`config.mk`:
```
export PLATFORM = sky130hd
export DESIGN_NAME = port_output_stop_control
export DESIGN_NICKNAME = d
export VERILOG_FILES = /design/src/design/port_output_stop_pkg.sv /design/src/design/stop_sample_divider.sv /design/src/design/stop_input_filter.sv /design/src/design/port_output_stop_control.sv
export VERILOG_INCLUDE_DIRS = /design/src /design/src/design
export SDC_FILE = /design/constraint.sdc
export NUM_CORES = 1
export LEC_CHECK = 0
export BUFFER_PORTS_ARGS = -buffer_cell sky130_fd_sc_hd__buf_2
export CAP_MARGIN = 20
export CELL_PAD_IN_SITES_DETAIL_PLACEMENT = 0
export CELL_PAD_IN_SITES_GLOBAL_PLACEMENT = 1
export CORE_MARGIN = 5
export CORE_UTILIZATION = 40
export DETAILED_ROUTE_END_ITERATION = 7
export PLACE_DENSITY = 0.82
export SLEW_MARGIN = 30
export SYNTH_ARGS = -nofsm -noshare
export SYNTH_HDL_FRONTEND = slang
export SYNTH_HIERARCHICAL = 1
export SYNTH_SLANG_ARGS = --single-unit
export TNS_END_PERCENT = 30
```
`constraint.sdc`:
```
create_clock -name sys_clk_i -period 3.2 [get_ports sys_clk_i]
set_input_delay 0.16 -clock sys_clk_i [delete_from_list [all_inputs] [get_ports sys_clk_i]]
set_output_delay 0.16 -clock sys_clk_i [all_outputs]
set_load 0.1 [all_outputs]
```
`src/design/port_output_stop_params.svh`:
```
// Purpose: offsets, fields, resets and counts of the stop block
// Assumes: byte addresses on a 32-bit APB, one register per word
// Notes:   definitions only
`ifndef PORT_OUTPUT_STOP_PARAMS_SVH
`define PORT_OUTPUT_STOP_PARAMS_SVH

// register byte offsets
`define OFS_INPUT_TEN 8'h00
`define OFS_SW_STOP 8'h04
`define OFS_PAIR_HIZ 8'h08
`define OFS_PAIR_EXT 8'h0C
`define OFS_CH0_EXT 8'h10
`define OFS_CMP_FLAGS 8'h14
`define OFS_CMP_SEL 8'h18
`define OFS_MISC_STAT 8'h1C
`define OFS_CMP_EXT0 8'h20
`define NUM_CMP_EXT 9

// input-ten control/status fields
`define POS_MODE 0
`define POS_COUNT 4
`define POS_INVERT 8
`define POS_IRQ_EN 9
`define POS_TEN_FLAG 12

// misc status fields
`define POS_SHORT_FLAG 0
`define POS_OSC_FLAG 1

// stop-input mode codes
`define MODE_EDGE 4'h0
`define MODE_DIV8 4'h1
`define MODE_DIV16 4'h2
`define MODE_DIV128 4'h3
`define MODE_DIV1 4'h4
`define MODE_DIV2 4'h5
`define MODE_DIV4 4'h6

// reset values
`define RST_INPUT_TEN 16'h0000
`define RST_SW_STOP 16'h0000
`define RST_FIELD5 5'h00
`define RST_FIELD3 3'h0

// prescaler bits for clock/128
`define DIV_BITS 7
// count field zero means sixteen
`define COUNT_ZERO_MEANS 5'h10

`endif

```
`src/design/port_output_stop_pkg.sv`:
```
// Purpose: shared types of the output-stop controller
// Assumes: nothing beyond SystemVerilog packed types
// Notes:   constants live in the params header
package port_output_stop_pkg;

    // one stop (high-impedance) request per controlled output group
    typedef struct packed {
        logic grp7;   // pwm group 7
        logic grp46;  // pwm groups 4 to 6
        logic grp02;  // pwm groups 0 to 2
        logic grp23;  // pwm groups 2 and 3
        logic grp01;  // pwm groups 0 and 1
        logic ch9;    // motor channel 9
        logic p7bd;   // motor pair seven b/d
        logic p7ac;   // motor pair seven a/c
        logic p6bd;   // motor pair six b/d
        logic ch0;    // motor channel zero
        logic pair34; // motor complementary pairs 3/4
    } stop_t;

    // apb request as seen by the slave
    typedef struct packed {
        logic sel;
        logic enable;
        logic write;
        logic [7:0] addr;
        logic [31:0] wdata;
    } apb_req_t;

endpackage

```
`src/design/stop_sample_divider.sv`:
```
// Purpose: one-cycle sample ticks at the clock divided by 2..128
// Assumes: single clock, ticks used as clock enables
// Notes:   free running from reset
`include "port_output_stop_params.svh"

module stop_sample_divider (
    input wire logic sys_clk_i,
    input wire logic rst_n_i,
    output logic tick2_o,
    output logic tick4_o,
    output logic tick8_o,
    output logic tick16_o,
    output logic tick128_o
);
    logic [`DIV_BITS-1:0] div_reg; // free running prescaler

    // prescaler count
    always_ff @(posedge sys_clk_i or negedge rst_n_i) begin
        if (!rst_n_i) begin
            div_reg <= '0;
        end else begin
            div_reg <= div_reg + 1'b1;
        end
    end

    // a tick when the low bits are all ones
    assign tick2_o = div_reg[0];
    assign tick4_o = &div_reg[1:0];
    assign tick8_o = &div_reg[2:0];
    assign tick16_o = &div_reg[3:0];
    assign tick128_o = &div_reg[6:0];
endmodule // stop_sample_divider

```
`src/design/stop_input_filter.sv`:
```
// Purpose: edge or consecutive-level detection of the stop input
// Assumes: pin synchronous to the clock; tick_i selects sample rate
// Notes:   accept_o pulses once per edge; in sampling it repeats on each tick while the run stays at the count
`include "port_output_stop_params.svh"

module stop_input_filter (
    input wire logic sys_clk_i,
    input wire logic rst_n_i,
    input wire logic pin_i,
    input wire logic invert_i,
    input wire logic edge_mode_i,
    input wire logic sample_mode_i,
    input wire logic tick_i,
    input wire logic [3:0] count_i,
    output logic accept_o
);
    logic level;            // input after optional inversion
    logic prev_reg;         // level seen last clock
    logic [4:0] run_reg;    // consecutive matching samples
    logic [4:0] need;       // samples required

    assign level = pin_i ^ invert_i;
    // field zero stands for sixteen samples
    assign need = (count_i == 4'h0) ? `COUNT_ZERO_MEANS : {1'b0, count_i};

    // previous level for edge detection
    always_ff @(posedge sys_clk_i or negedge rst_n_i) begin
        if (!rst_n_i) begin
            prev_reg <= 1'b1;
        end else begin
            prev_reg <= level;
        end
    end

    // run counter, restarts on any mismatch
    always_ff @(posedge sys_clk_i or negedge rst_n_i) begin
        if (!rst_n_i) begin
            run_reg <= '0;
        end else if (!sample_mode_i) begin
            run_reg <= '0;
        end else if (tick_i) begin
            if (level) begin
                run_reg <= '0;
            end else if (run_reg < need) begin
                run_reg <= run_reg + 5'h01;
            end
        end
    end

    // accept on either edge, or when the run reaches the count
    always_comb begin
        accept_o = 1'b0;
        if (edge_mode_i) begin
            accept_o = level ^ prev_reg;
        end else if (sample_mode_i) begin
            accept_o = tick_i && !level && (run_reg + 5'h01 >= need);
        end
    end
endmodule // stop_input_filter

```
`src/design/port_output_stop_control.sv`:
```
// Purpose: forces timer output groups into the stopped state
// Assumes: apb slave with no wait states; all inputs synchronous
// Notes:   stop outputs are registered; flags hold until cleared
//
// Design decisions made here: the placing of the registers and register access over APB.
`include "port_output_stop_params.svh"

// Summary of operation
// - mode zero: accept either input edge
// - codes 1-3 sample at clock/8,/16,/128
// - codes 4-6 sample at clock/1,/2,/4
// - accept after consecutive matching samples
// - four-bit field sets sample count
// - invert bit flips input polarity
// - sixteen-bit software stop register
// - software bits stop every output group except pair34 and ch0
// - per-pair high-impedance enables
// - extend flags into pair stop
// - extend flags into channel-zero stop
// - comparator 3-5 detection flags
// - per-comparator stop enables
// - nine comparator request-extension selects
// - accepted request stops all targets, the p6bd/p7ac/p7bd groups only when hiz-enabled
// - simultaneous active pair levels stop pairs
// - interrupt on input-ten or pair short stop
module port_output_stop_control #(
    parameter int NUM_PAIRS = 6 // monitored complementary pairs
) (
    input wire logic sys_clk_i,
    input wire logic rst_n_i,
    input wire logic psel_i,
    input wire logic penable_i,
    input wire logic pwrite_i,
    input wire logic [7:0] paddr_i,
    input wire logic [31:0] pwdata_i,
    output logic [31:0] prdata_o,
    output logic pready_o,
    output logic pslverr_o,
    input wire logic stop_request_input_ten_i,
    input wire logic osc_stop_i,
    input wire logic [5:0] ext_flags_i,
    input wire logic [2:0] cmp_detect_i,
    input wire logic [NUM_PAIRS-1:0] pair_a_i,
    input wire logic [NUM_PAIRS-1:0] pair_b_i,
    output port_output_stop_pkg::stop_t stop_o,
    output logic stop_irq_o
);
    port_output_stop_pkg::apb_req_t req; // bundled bus request
    logic wr_en;              // write takes effect this edge
    logic rd_setup;           // read setup cycle
    logic [15:0] ten_reg;     // input-ten control bits
    logic ten_flag_reg;       // input-ten detection flag
    logic [15:0] sw_stop_reg; // software stop enables
    logic [2:0] pair_hiz_reg; // pair hiz enables
    logic [4:0] pair_ext_reg; // flag extension into pair stop
    logic [4:0] ch0_ext_reg;  // flag extension into ch0 stop
    logic [2:0] cmp_flag_reg; // comparator detection flags
    logic [2:0] cmp_sel_reg;  // comparator stop enables
    logic short_flag_reg;     // pair short detected
    logic osc_flag_reg;       // oscillation stop detected
    logic [2:0] cmp_ext_reg [`NUM_CMP_EXT]; // extension selects
    logic [31:0] rd_next;     // read mux
    logic [31:0] rdata_reg;   // captured read data
    logic hit;                // address is mapped
    logic t2, t4, t8, t16, t128; // prescaler ticks
    logic tick;               // selected sample tick
    logic edge_mode;          // edge detection selected
    logic sample_mode;        // level sampling selected
    logic accept;             // input-ten request accepted
    logic short_now;          // any pair drives both active
    logic all_stop;           // stop every target (p6bd/p7ac/p7bd when hiz-enabled)
    logic [`NUM_CMP_EXT-1:0] ext_hit; // routed comparator requests
    port_output_stop_pkg::stop_t stop_next; // next stop pattern

    // is the address one of the extension selects
    function automatic logic is_ext(input logic [7:0] a);
        is_ext = (a >= `OFS_CMP_EXT0) &&
            (a < `OFS_CMP_EXT0 + 8'(4 * `NUM_CMP_EXT)) && (a[1:0] == 2'b00);
    endfunction

    // index of an extension select from its address
    function automatic logic [3:0] ext_idx(input logic [7:0] a);
        logic [7:0] d;
        d = a - `OFS_CMP_EXT0;
        ext_idx = d[5:2];
    endfunction

    // write-zero-clears flag; a new event wins over the clear
    function automatic logic sticky(input logic cur, input logic set,
                                    input logic clr_wr, input logic wbit);
        sticky = set | (cur & !(clr_wr & !wbit));
    endfunction

    assign req = '{sel: psel_i, enable: penable_i, write: pwrite_i,
                   addr: paddr_i, wdata: pwdata_i};
    assign wr_en = req.sel & req.enable & req.write;
    assign rd_setup = req.sel & !req.enable & !req.write;

    // mapped register decode
    assign hit = is_ext(req.addr) || (req.addr <= `OFS_MISC_STAT &&
        req.addr[1:0] == 2'b00);

    // no wait states; unmapped access answers with an error
    assign pready_o = 1'b1;
    assign pslverr_o = req.sel & req.enable & !hit;
    assign prdata_o = rdata_reg;

    // sample rate divider
    stop_sample_divider u_div (
        .sys_clk_i(sys_clk_i),
        .rst_n_i(rst_n_i),
        .tick2_o(t2),
        .tick4_o(t4),
        .tick8_o(t8),
        .tick16_o(t16),
        .tick128_o(t128)
    );

    // choose the sample tick from the mode field
    always_comb begin
        edge_mode = 1'b0;
        sample_mode = 1'b1;
        tick = 1'b0;
        case (ten_reg[`POS_MODE +: 4])
            `MODE_EDGE: begin
                edge_mode = 1'b1;
                sample_mode = 1'b0;
            end
            `MODE_DIV8: tick = t8;
            `MODE_DIV16: tick = t16;
            `MODE_DIV128: tick = t128;
            `MODE_DIV1: tick = 1'b1;
            `MODE_DIV2: tick = t2;
            `MODE_DIV4: tick = t4;
            default: begin
                sample_mode = 1'b0;
            end
        endcase
    end

    // input-ten detection
    stop_input_filter u_filt (
        .sys_clk_i(sys_clk_i),
        .rst_n_i(rst_n_i),
        .pin_i(stop_request_input_ten_i),
        .invert_i(ten_reg[`POS_INVERT]),
        .edge_mode_i(edge_mode),
        .sample_mode_i(sample_mode),
        .tick_i(tick),
        .count_i(ten_reg[`POS_COUNT +: 4]),
        .accept_o(accept)
    );

    // control fields of the input-ten register
    always_ff @(posedge sys_clk_i or negedge rst_n_i) begin
        if (!rst_n_i) begin
            ten_reg <= `RST_INPUT_TEN;
        end else if (wr_en && req.addr == `OFS_INPUT_TEN) begin
            ten_reg <= {6'h00, req.wdata[9:0]};
        end
    end

    // software stop and extension controls
    always_ff @(posedge sys_clk_i or negedge rst_n_i) begin
        if (!rst_n_i) begin
            sw_stop_reg <= `RST_SW_STOP;
            pair_hiz_reg <= `RST_FIELD3;
            pair_ext_reg <= `RST_FIELD5;
            ch0_ext_reg <= `RST_FIELD5;
            cmp_sel_reg <= `RST_FIELD3;
        end else if (wr_en) begin
            case (req.addr)
                `OFS_SW_STOP: sw_stop_reg <= req.wdata[15:0];
                `OFS_PAIR_HIZ: pair_hiz_reg <= req.wdata[2:0];
                `OFS_PAIR_EXT: pair_ext_reg <= req.wdata[4:0];
                `OFS_CH0_EXT: ch0_ext_reg <= req.wdata[4:0];
                `OFS_CMP_SEL: cmp_sel_reg <= req.wdata[2:0];
                default: begin
                end
            endcase
        end
    end

    // comparator request-extension selects
    always_ff @(posedge sys_clk_i or negedge rst_n_i) begin
        if (!rst_n_i) begin
            for (int m = 0; m < `NUM_CMP_EXT; m++) begin
                cmp_ext_reg[m] <= `RST_FIELD3;
            end
        end else if (wr_en && is_ext(req.addr)) begin
            cmp_ext_reg[ext_idx(req.addr)] <= req.wdata[2:0];
        end
    end

    // any monitored pair driving both pins active
    assign short_now = |(pair_a_i & pair_b_i);

    // sticky flags: write zero clears, a new event wins
    always_ff @(posedge sys_clk_i or negedge rst_n_i) begin
        if (!rst_n_i) begin
            ten_flag_reg <= 1'b0;
            cmp_flag_reg <= '0;
            short_flag_reg <= 1'b0;
            osc_flag_reg <= 1'b0;
        end else begin
            ten_flag_reg <= sticky(ten_flag_reg, accept,
                wr_en && req.addr == `OFS_INPUT_TEN,
                req.wdata[`POS_TEN_FLAG]);
            for (int c = 0; c < 3; c++) begin
                cmp_flag_reg[c] <= sticky(cmp_flag_reg[c],
                    cmp_detect_i[c], wr_en && req.addr == `OFS_CMP_FLAGS,
                    req.wdata[c]);
            end
            short_flag_reg <= sticky(short_flag_reg, short_now,
                wr_en && req.addr == `OFS_MISC_STAT,
                req.wdata[`POS_SHORT_FLAG]);
            osc_flag_reg <= sticky(osc_flag_reg, osc_stop_i,
                wr_en && req.addr == `OFS_MISC_STAT,
                req.wdata[`POS_OSC_FLAG]);
        end
    end

    // comparator requests routed to single targets
    always_comb begin
        for (int m = 0; m < `NUM_CMP_EXT; m++) begin
            ext_hit[m] = |(cmp_flag_reg & cmp_ext_reg[m]);
        end
    end

    // accepted requests stop every target; p6bd/p7ac/p7bd only with their hiz enable
    assign all_stop = ten_flag_reg | osc_flag_reg |
        |(cmp_flag_reg & cmp_sel_reg);

    // stop pattern for each output group
    always_comb begin
        stop_next = '0;
        stop_next.pair34 = all_stop | short_flag_reg | ext_hit[0] |
            |(pair_ext_reg & {ext_flags_i[5:3], ext_flags_i[1:0]});
        stop_next.ch0 = all_stop | ext_hit[1] |
            |(ch0_ext_reg & ext_flags_i[5:1]);
        stop_next.p6bd = sw_stop_reg[0] | (pair_hiz_reg[2] &
            (all_stop | short_flag_reg | ext_hit[2]));
        stop_next.p7ac = sw_stop_reg[0] | (pair_hiz_reg[1] &
            (all_stop | short_flag_reg | ext_hit[3]));
        stop_next.p7bd = sw_stop_reg[0] | (pair_hiz_reg[0] &
            (all_stop | short_flag_reg | ext_hit[4]));
        stop_next.ch9 = sw_stop_reg[3] | all_stop | ext_hit[5];
        stop_next.grp01 = sw_stop_reg[1] | all_stop | ext_hit[6];
        stop_next.grp23 = sw_stop_reg[2] | all_stop | ext_hit[7];
        stop_next.grp02 = sw_stop_reg[4] | all_stop | ext_hit[8];
        stop_next.grp46 = sw_stop_reg[5] | all_stop;
        stop_next.grp7 = sw_stop_reg[6] | all_stop;
    end

    // registered stop outputs and interrupt
    always_ff @(posedge sys_clk_i or negedge rst_n_i) begin
        if (!rst_n_i) begin
            stop_o <= '0;
            stop_irq_o <= 1'b0;
        end else begin
            stop_o <= stop_next;
            stop_irq_o <= ten_reg[`POS_IRQ_EN] &
                (ten_flag_reg | short_flag_reg);
        end
    end

    // read mux
    always_comb begin
        rd_next = 32'h0000_0000;
        if (is_ext(req.addr)) begin
            rd_next[2:0] = cmp_ext_reg[ext_idx(req.addr)];
        end else begin
            case (req.addr)
                `OFS_INPUT_TEN: begin
                    rd_next[15:0] = ten_reg;
                    rd_next[`POS_TEN_FLAG] = ten_flag_reg;
                end
                `OFS_SW_STOP: rd_next[15:0] = sw_stop_reg;
                `OFS_PAIR_HIZ: rd_next[2:0] = pair_hiz_reg;
                `OFS_PAIR_EXT: rd_next[4:0] = pair_ext_reg;
                `OFS_CH0_EXT: rd_next[4:0] = ch0_ext_reg;
                `OFS_CMP_FLAGS: rd_next[2:0] = cmp_flag_reg;
                `OFS_CMP_SEL: rd_next[2:0] = cmp_sel_reg;
                `OFS_MISC_STAT: rd_next[1:0] = {osc_flag_reg, short_flag_reg};
                default: rd_next = 32'h0000_0000;
            endcase
        end
    end

    // read data captured in the setup cycle
    always_ff @(posedge sys_clk_i or negedge rst_n_i) begin
        if (!rst_n_i) begin
            rdata_reg <= 32'h0000_0000;
        end else if (rd_setup) begin
            rdata_reg <= rd_next;
        end
    end
endmodule // port_output_stop_control

```
==> out/metrics.csv, run 1 <==
metric,value,unit
status,"complete, no violations",
Seq cells post-synth,116,
Tcrit/Tclk final,84.4,%
hold depth,2,
fin. max-slew vios,0,
CTS root buf,clkbuf_16,
worst hold-check path type,input port to register,
"Req. time, crit path",3520,ps
Peak VDD IR,0.387,mV
worst r2r src,u_div/div_reg[0],
setup TNS,0,ps
IO Count,114,
hold endpoint,sw_stop_reg[5],
drt wl/cell,19.5,µm
CP Capture Type,register,
die width,131,µm
Post-layout nets,671,
final setup violation count,0,
r2r endpoint,u_filt/run_reg[1],
clock-pin slew on the worst setup and hold paths,50,ps
Filler cells,1269,
post-synthesis cell type count,67,
Util after Layout,49.6,%
htree depth,4,
CTS tree,built,
DRT Pass-1 Iters,6,
IO Port Bufs,80,
Crit path max-delay family,simple AND/OR/NAND/NOR gates,
Global Route Usage Sum,17.7,%
r2r setup slk,500,ps
worst-case reg-to-reg path depth,11,
Syn. warnings,6,
max cap viols,0,
skew final,9.95,ps
Startpoint Class,register,
CP Class,register to register,
1st-iter DRT viols,472,
routability cong.,0.881,
Inserted Diodes,0,
crit-path cells,ha_1 > and3_4 > and3_4 > and2_1 > mux2i_1 > nor2_1 > a311oi_1 > a211oi_1 > nand3_2 > or3b_4 > o22ai_1,
"EDFF count, synth",0,
initial antenna violation count,0,
"Hold Violations, Final",0,
clk_lat worst skew,410,ps
Post-DP HPWL,10.8,mm
Least-Margin Pin Slew,809,ps
RSZ-0062 raised after global routing,no,
Syn Area/Cell,11.8,µm²
Rel. slew slack,46.1,%
vias in the first global route,4562,
share of layout cells above drive strength 1,34.2,%
row count,44,
"Slowest-stage cell, CP",a211oi_1,
drt via density,5.68,
PwrDens,556,nW/µm²
Initial Util,40.8,%
die area,17300,µm²
Chip Height,131,µm
post-synthesis cell area,5900,µm²
Critical Path Most Common Cell,and3_4,
min Tclk post-route,2700,ps
WL final,15.4,mm
largest net degree at the start of global routing,64,
hold path start,pwdata_i[5],
drt drc,0,
CP arrival,3020,ps
Area Overhead vs Synth,21.7,%
Clock Sinks,116,
Antenna Nets Post-Route,0,
TritonCTS Buffers,17,
global-route wire length before repair,25.1,mm
PostCTS Resize Cnt,0,
Leak,3.40,nW
top_reg_cell synth,dfrtp_1,
"Buf+Inv Stages, Crit Path",0,
gr ovfl total,0,
Async SR Flop Fraction,100,%
routed vias,4473,
slowest cell delay on critical path,510,ps
Mapped Cells,500,
core footprint,14500,µm²
Clock Path Buffers,2,
post-synthesis sequential area ratio,49.2,%
Worst Path Max Fanout,5,
max FFs per register,27,
Max Freq,370,MHz
[power breakdown]
part	switching (mW)	total, mW	internal (mW)
Sequential	0.0180	1.51	1.49
Clock	0.666	2.11	1.45
Combinational	0.279	0.373	0.0939
[per-stage QoR]
step / hold WS [ps] / instance area, µm² / total power, mW / cells / setup WS (ps)
3_3_place_gp: 281 / 6390 / 1.89 / 742 / 650
6_report: 9.26 / 7190 / 3.99 / 787 / 500
5_1_grt: 7.93 / 7190 / 4.12 / 787 / 279
3_5_place_dp: 306 / 6390 / 1.89 / 742 / 501
4_1_cts: 2.56 / 7190 / 4.02 / 787 / 489
2_1_floorplan: -136 / 5960 / 1.79 / 515 / 839
[worst register-to-register path, stage by stage (launching register included)]
cell	delay, ps
dfrtp_1	410
ha_1	220
and3_4	210
and3_4	200
and2_1	120
mux2i_1	60
nor2_1	100
a311oi_1	50
a211oi_1	510
nand3_2	170
or3b_4	430
o22ai_1	150
[worst max path at each step]
stage                           startpoint                 to  cells after the start
after floorplan           u_div/div_reg[0]  u_filt/run_reg[0]                     11
after global placement    u_div/div_reg[0]  u_filt/run_reg[0]                     11
after detailed placement  u_div/div_reg[0]  u_filt/run_reg[1]                     11
after CTS                 u_div/div_reg[0]  u_filt/run_reg[1]                     11
after global routing      u_div/div_reg[0]  u_filt/run_reg[1]                     11
final                     u_div/div_reg[0]  u_filt/run_reg[1]                     11
[routing by layer]
metal / vias to the layer above / global-route usage [%] / wire (µm)
met5: - / 0 / 0
met3: 26 / 4.85 / 1140
li1: 2005 / - / -
met4: 0 / 5.03 / 257
met1: 2240 / 24.2 / 6870
met2: 202 / 27.8 / 7090
[cell usage after synthesis, types with 3 or more instances]
master	count	area (µm²)
o221ai_1	3	26.3
o21bai_1	3	22.5
mux2i_1	20	200
buf_2	6	30.0
o22ai_1	6	37.5
dfrtp_1	115	2880
nand2_1	14	52.6
a222oi_1	3	30.0
inv_1	21	78.8
o32ai_1	3	26.3
mux4_2	3	67.6
a31oi_1	4	25.0
ha_1	13	163
nor3_1	7	35.0
a22o_1	11	96.3
a221oi_1	3	26.3
nor2_1	19	71.3
o2bb2ai_1	4	35.0
o21ai_0	18	90.1
nand2b_1	7	43.8
clkbuf_1	16	60.1
a211oi_1	4	30.0
a22oi_1	10	75.1
and3_1	5	31.3
buf_4	17	128
nor2b_1	3	18.8
nand3_1	17	85.1
nand3b_1	6	45.0
o31ai_1	4	30.0
a21o_1	3	22.5
mux2_2	71	800
xnor2_1	5	43.8
nand4_1	5	31.3
a21oi_1	10	50.1
[placed cells by master, fill, tap and decap left out, types with 14 or more instances in the layout]
cell type / netlist / final
dfrtp_1: 115 / 115
clkbuf_16: 0 / 17
conb_1: 2 / 17
o21ai_0: 18 / 18
mux2i_1: 20 / 20
nand2_1: 14 / 14
nand3_1: 17 / 17
nor2_1: 19 / 19
buf_2: 6 / 79
inv_1: 21 / 21
mux2_2: 71 / 71
[area by class of cell]
class                           instances  area, µm²  share of cell area (%)
Sequential cell                       116       2900                    40.4
Timing Repair Buffer                   96        556                    7.73
Inverter                               21       78.8                    1.10
Multi-Input combinational cell        338       2750                    38.3
Tap cell                              184        230                    3.20
Clock buffer                           21        470                    6.55
Clock inverter                         11        198                    2.75
[kinds of logic after synthesis]
group / count (synthesis) / synth area share (%)
buffers and inverters: 61 / 5.21
muxes: 94 / 18.1
adders and majority gates: 13 / 2.75
xor gates and xnor gates: 9 / 1.78
DFF: 116 / 49.2
other: 2 / 0.127
and+or+nand+nor: 103 / 10.6
AOI/OAI and AO/OA: 102 / 12.3
[repair_timing]
action,4_1_cts,5_1_grt
endpoints found under the hold margin,71,0
hold buffers,13,0
setup buffers,0,0
Power figures use the tool's default switching activity.
==> run 2: changes to the inputs <==
- clock period: 3.2 -> 2.6 ns (I/O delays scaled with it)
==> out/metrics.csv, run 2 (synthesis results as in run 1) <==
metric,value,unit
skew final,9.01,ps
drt via density,5.63,
global-route wire length before repair,25.0,mm
drt drc,0,
Filler cells,1250,
hold path start,pwdata_i[3],
crit-path cells,ha_4 > and3_4 > and3_4 > and2_1 > mux2i_1 > nor2_1 > a311oi_1 > a211oi_1 > buf_4 > nand3_4 > or3b_4 > mux2i_1,
Global Route Usage Sum,17.8,%
Post-DP HPWL,10.8,mm
initial antenna violation count,0,
largest net degree at the start of global routing,58,
"Worst Setup Slack, final",190,ps
Startpoint Class,register,
htree depth,4,
Clock Sinks,116,
Peak VDD IR,0.494,mV
Max Freq,415,MHz
die area,17300,µm²
Chip Height,131,µm
Antenna Nets Post-Route,0,
r2r setup slk,190,ps
Inserted Diodes,0,
"Req. time, crit path",2910,ps
share of layout cells above drive strength 1,34.8,%
Crit path max-delay family,simple AND/OR/NAND/NOR gates,
Post-layout nets,689,
die width,131,µm
Least-Margin Pin Slew,797,ps
Rel. slew slack,46.4,%
WL final,15.3,mm
clk_lat worst skew,410,ps
IO Count,114,
r2r endpoint,u_filt/run_reg[0],
"Slowest-stage cell, CP",or3b_4,
Leak,3.42,nW
max FFs per register,27,
IO Port Bufs,80,
highest-count cells in the layout ignoring fill and taps,"dfrtp_1 (114), buf_2 (79), mux2_2 (71)",
worst hold-check path type,input port to register,
Initial Util,40.8,%
CP Capture Type,register,
Tcrit/Tclk final,92.7,%
CTS tree,built,
hold endpoint,sw_stop_reg[3],
PwrDens,610,nW/µm²
"Buf+Inv Stages, Crit Path",1,
Area Overhead vs Synth,22.7,%
routability cong.,0.840,
final setup violation count,0,
Clock Path Buffers,2,
CP arrival,2720,ps
worst r2r src,u_div/div_reg[0],
Crit path depth,12,
clock-pin slew on the worst setup and hold paths,50,ps
TritonCTS Buffers,17,
vias in the first global route,4721,
CP Class,register to register,
"most common cell after layout, fill and taps aside",dfrtp_1,
slowest cell delay on critical path,440,ps
max cap viols,0,
row count,44,
1st-iter DRT viols,371,
dpl ws,47.8,ps
setup TNS,0,ps
routed vias,4523,
WHS,33.0,ps
status,"complete, no violations",
DRT Pass-1 Iters,7,
hold depth,2,
drt wl/cell,19.0,µm
RSZ-0062 raised after global routing,no,
Worst Path Max Fanout,5,
"Hold Violations, Final",0,
CTS root buf,clkbuf_16,
min Tclk post-route,2410,ps
gr ovfl total,0,
fin. max-slew vios,0,
core footprint,14500,µm²
area of the multi-input gates,2770,µm²
worst-case reg-to-reg path depth,12,
Register Area,2910,µm²
[run 2: cell count changes in the layout (fill, tap and decap cells not counted), sizes merged]
cell and change:
clkinvlp +4, inv -1, dlygate4sd3 +8, bufinv -5, clkinv -1, buf +10, clkbuf +2
[run 2: cell type report]
cell class	instances	area share [%]
tap	184	3.18
multi-input combinational	338	38.2
inverter	21	1.09
clock buffer	23	6.73
timing repair buffer	114	9.98
sequential	116	40.1
clock inverter	8	0.725
[run 2: worst max-delay path by stage]
stage,slack (ps),from,endpoint
2_1_floorplan,240,u_div/div_reg[0],u_filt/run_reg[0]
3_3_place_gp,200,u_div/div_reg[0],u_filt/run_reg[0]
3_5_place_dp,50,u_div/div_reg[0],u_filt/run_reg[0]
4_1_cts,30,u_div/div_reg[0],u_filt/run_reg[0]
5_1_grt,9,u_div/div_reg[0],u_filt/run_reg[0]
6_report,190,u_div/div_reg[0],u_filt/run_reg[0]
[run 2: metrics by stage]
| step | total power, mW | cells | instance area [µm²] | utilization, % |
|---|---|---|---|---|
| after floorplan | 2.21 | 515 | 5960 | - |
| after global placement | 2.32 | 747 | 6440 | 44.5 |
| after detailed placement | 2.33 | 747 | 6440 | 44.5 |
| after CTS | 4.45 | 799 | 7190 | 49.6 |
| after global routing | 4.56 | 804 | 7250 | 50.1 |
| final | 4.42 | 804 | 7250 | 50.1 |
[run 2: layer usage]
metal	part of all wire (%)	track usage, %	up-vias
met5	0	0	-
met4	1.8	6.17	0
met3	7.5	5.01	21
met2	47	27.8	190
met1	44	23.8	2279
li1	-	-	2033
[run 2: where the power goes]
| group | total (mW) | switching [mW] | internal, mW |
|---|---|---|---|
| combinational | 0.471 | 0.345 | 0.126 |
| clock | 2.09 | 0.787 | 1.31 |
| sequential | 1.86 | 0.0222 | 1.83 |
| total | 4.42 | 1.15 | 3.26 |
[run 2: repair_timing]
action | CTS | global route
resized for setup | 0 | 4
endpoints found under the setup margin | 0 | 3
hold endpoints to repair | 50 | 0
setup buffers | 0 | 5
hold buffers | 21 | 0
==> run 3: changes to the inputs <==
- CELL_PAD_IN_SITES_DETAIL_PLACEMENT: 0 -> default
- CELL_PAD_IN_SITES_GLOBAL_PLACEMENT: 1 -> default
- PLACE_DENSITY: 0.82 -> 0.69
==> out/metrics.csv, run 3 (synthesis results as in run 1) <==
metric,value,unit
min Tclk post-route,2520,ps
Global Route Usage Sum,17.7,%
Comb pwr share,9.7,%
skew final,7.41,ps
gr ovfl total,0,
share of layout cells above drive strength 1,35.0,%
Flop pwr share,38.5,%
CTS root buf,clkbuf_16,
initial antenna violation count,0,
clock-pin slew on the worst setup and hold paths,50,ps
Initial Util,40.8,%
P_int,3.61,mW
clk_lat worst skew,420,ps
Rel. slew slack,43.2,%
"most common cell after layout, fill and taps aside",dfrtp_1,
row count,44,
Chip Height,131,µm
Worst Path Max Fanout,5,
Area Overhead vs Synth,23.6,%
clock group share of total power,51.7,%
"Hold Violations, Final",0,
IO Port Bufs,80,
drt wl/cell,19.4,µm
global-route wire length before repair,25.1,mm
Filler cells,1242,
largest net degree at the start of global routing,117,
Startpoint Class,register,
Clock Sinks,116,
status,"complete, no violations",
worst hold-check path type,input port to register,
Max Freq,396,MHz
fin. max-slew vios,0,
vias in the first global route,4585,
PwrDens,660,nW/µm²
Clock Path Buffers,2,
CTS tree,built,
Antenna Nets Post-Route,0,
RSZ-0062 raised after global routing,yes,
CP Capture Type,register,
Peak VDD IR,0.623,mV
1st-iter DRT viols,402,
routed vias,4485,
Least-Margin Pin Slew,830,ps
WL final,15.5,mm
highest-count cells in the layout ignoring fill and taps,"dfrtp_1 (115), buf_2 (79), mux2_2 (71)",
TritonCTS Buffers,17,
htree depth,4,
"Req. time, crit path",2920,ps
Inserted Diodes,0,
drt via density,5.60,
final cell count without fillers,801,
Sw Pwr,1.20,mW
IO Count,114,
Post-DP HPWL,10.6,mm
Post-layout nets,685,
switching share of power,25.0,%
DRT Pass-1 Iters,7,
placed cell count,746,
CP arrival,2840,ps
Tcrit/Tclk final,97.0,%
core footprint,14500,µm²
max cap viols,0,
drt drc,0,
Leak,3.45,nW
final setup violation count,0,
routability cong.,0.881,
die area,17300,µm²
WHS,6.04,ps
die width,131,µm
CP Class,register to register,
max FFs per register,27,
==> run 3: cell types whose count changed in the layout (fill, tap and decap cells not counted), moves of 2 or more <==
cell / delta
buf_4: -2
bufinv_16: +4
clkbuf_8: -2
dlygate4sd3_1: -2
==> run 3: through the flow <==
stage                     cell area [µm²]  TNS, ps  total power [mW]  util, %  setup slack (ps)
after floorplan                      5960        0              2.21        -               239
after global placement               6430        0              2.32     44.4               200
after detailed placement             6430        0              2.33     44.4               108
after CTS                            7250        0              4.83     50.1              70.9
after global routing                 7300     -343              4.97     50.4              -130
final                                7300        0              4.81     50.4              77.7
==> run 3: worst max-delay path, stage by stage (launching register included) <==
cell and delay (ps):
dfrtp_1 410, ha_2 210, and3_4 180, and3_4 200
and2_4 130, mux2i_1 70, nor2_1 130, a311oi_1 50
a211oi_1 180, buf_4 170, nand3_4 80, or3b_4 450
o22ai_1 170
==> run 3: timing repair <==
| action | CTS | global route |
|---|---|---|
| resized for setup | 0 | 3 |
| endpoints found under the hold margin | 136 | 0 |
| hold buffers | 19 | 0 |
| endpoints found under the setup margin | 0 | 3 |
| buffers inserted | 0 | 4 |
==> run 3: layout make-up <==
class	count	area (µm²)	area share, %
well taps	184	230	3.16
inverters	21	78.8	1.08
flip-flops and latches	116	2900	39.8
multi-input cells	338	2760	37.8
clock buffers	20	457	6.26
repair buffers	110	688	9.43
clock inverters	12	178	2.43
==> run 3: path summary, 6_finish.rpt <==
check                                     to        startpoint  depth (start not counted)  slack, ps
hold / removal                ch0_ext_reg[3]       pwdata_i[3]                          2          6
hold reg to reg             u_div/div_reg[5]  u_div/div_reg[5]                          1        470
max in group asynchronous    cmp_ext_reg[11]           rst_n_i                          3       1780
min in group asynchronous     cmp_ext_reg[1]           rst_n_i                          3        300
setup / recovery           u_filt/run_reg[3]  u_div/div_reg[0]                         12         80
setup reg to reg           u_filt/run_reg[3]  u_div/div_reg[0]                         12         80
==> run 3: power by group through the flow <==
stage | logic, mW | registers [mW] | clock network (mW)
after global placement | 0.437 | 1.88 | 0
final | 0.469 | 1.86 | 2.49
after global routing | 0.501 | 1.86 | 2.61
after CTS | 0.468 | 1.86 | 2.51
after detailed placement | 0.444 | 1.89 | 0
after floorplan | 0.264 | 1.94 | 0
==> run 3: layer usage <==
layer,GRT usage [%],vias up,wire length (µm)
li1,-,2034,-
met1,24.3,2222,6830
met2,27.2,202,7180
met3,4.47,27,1210
met4,6.51,0,287
met5,0,-,0
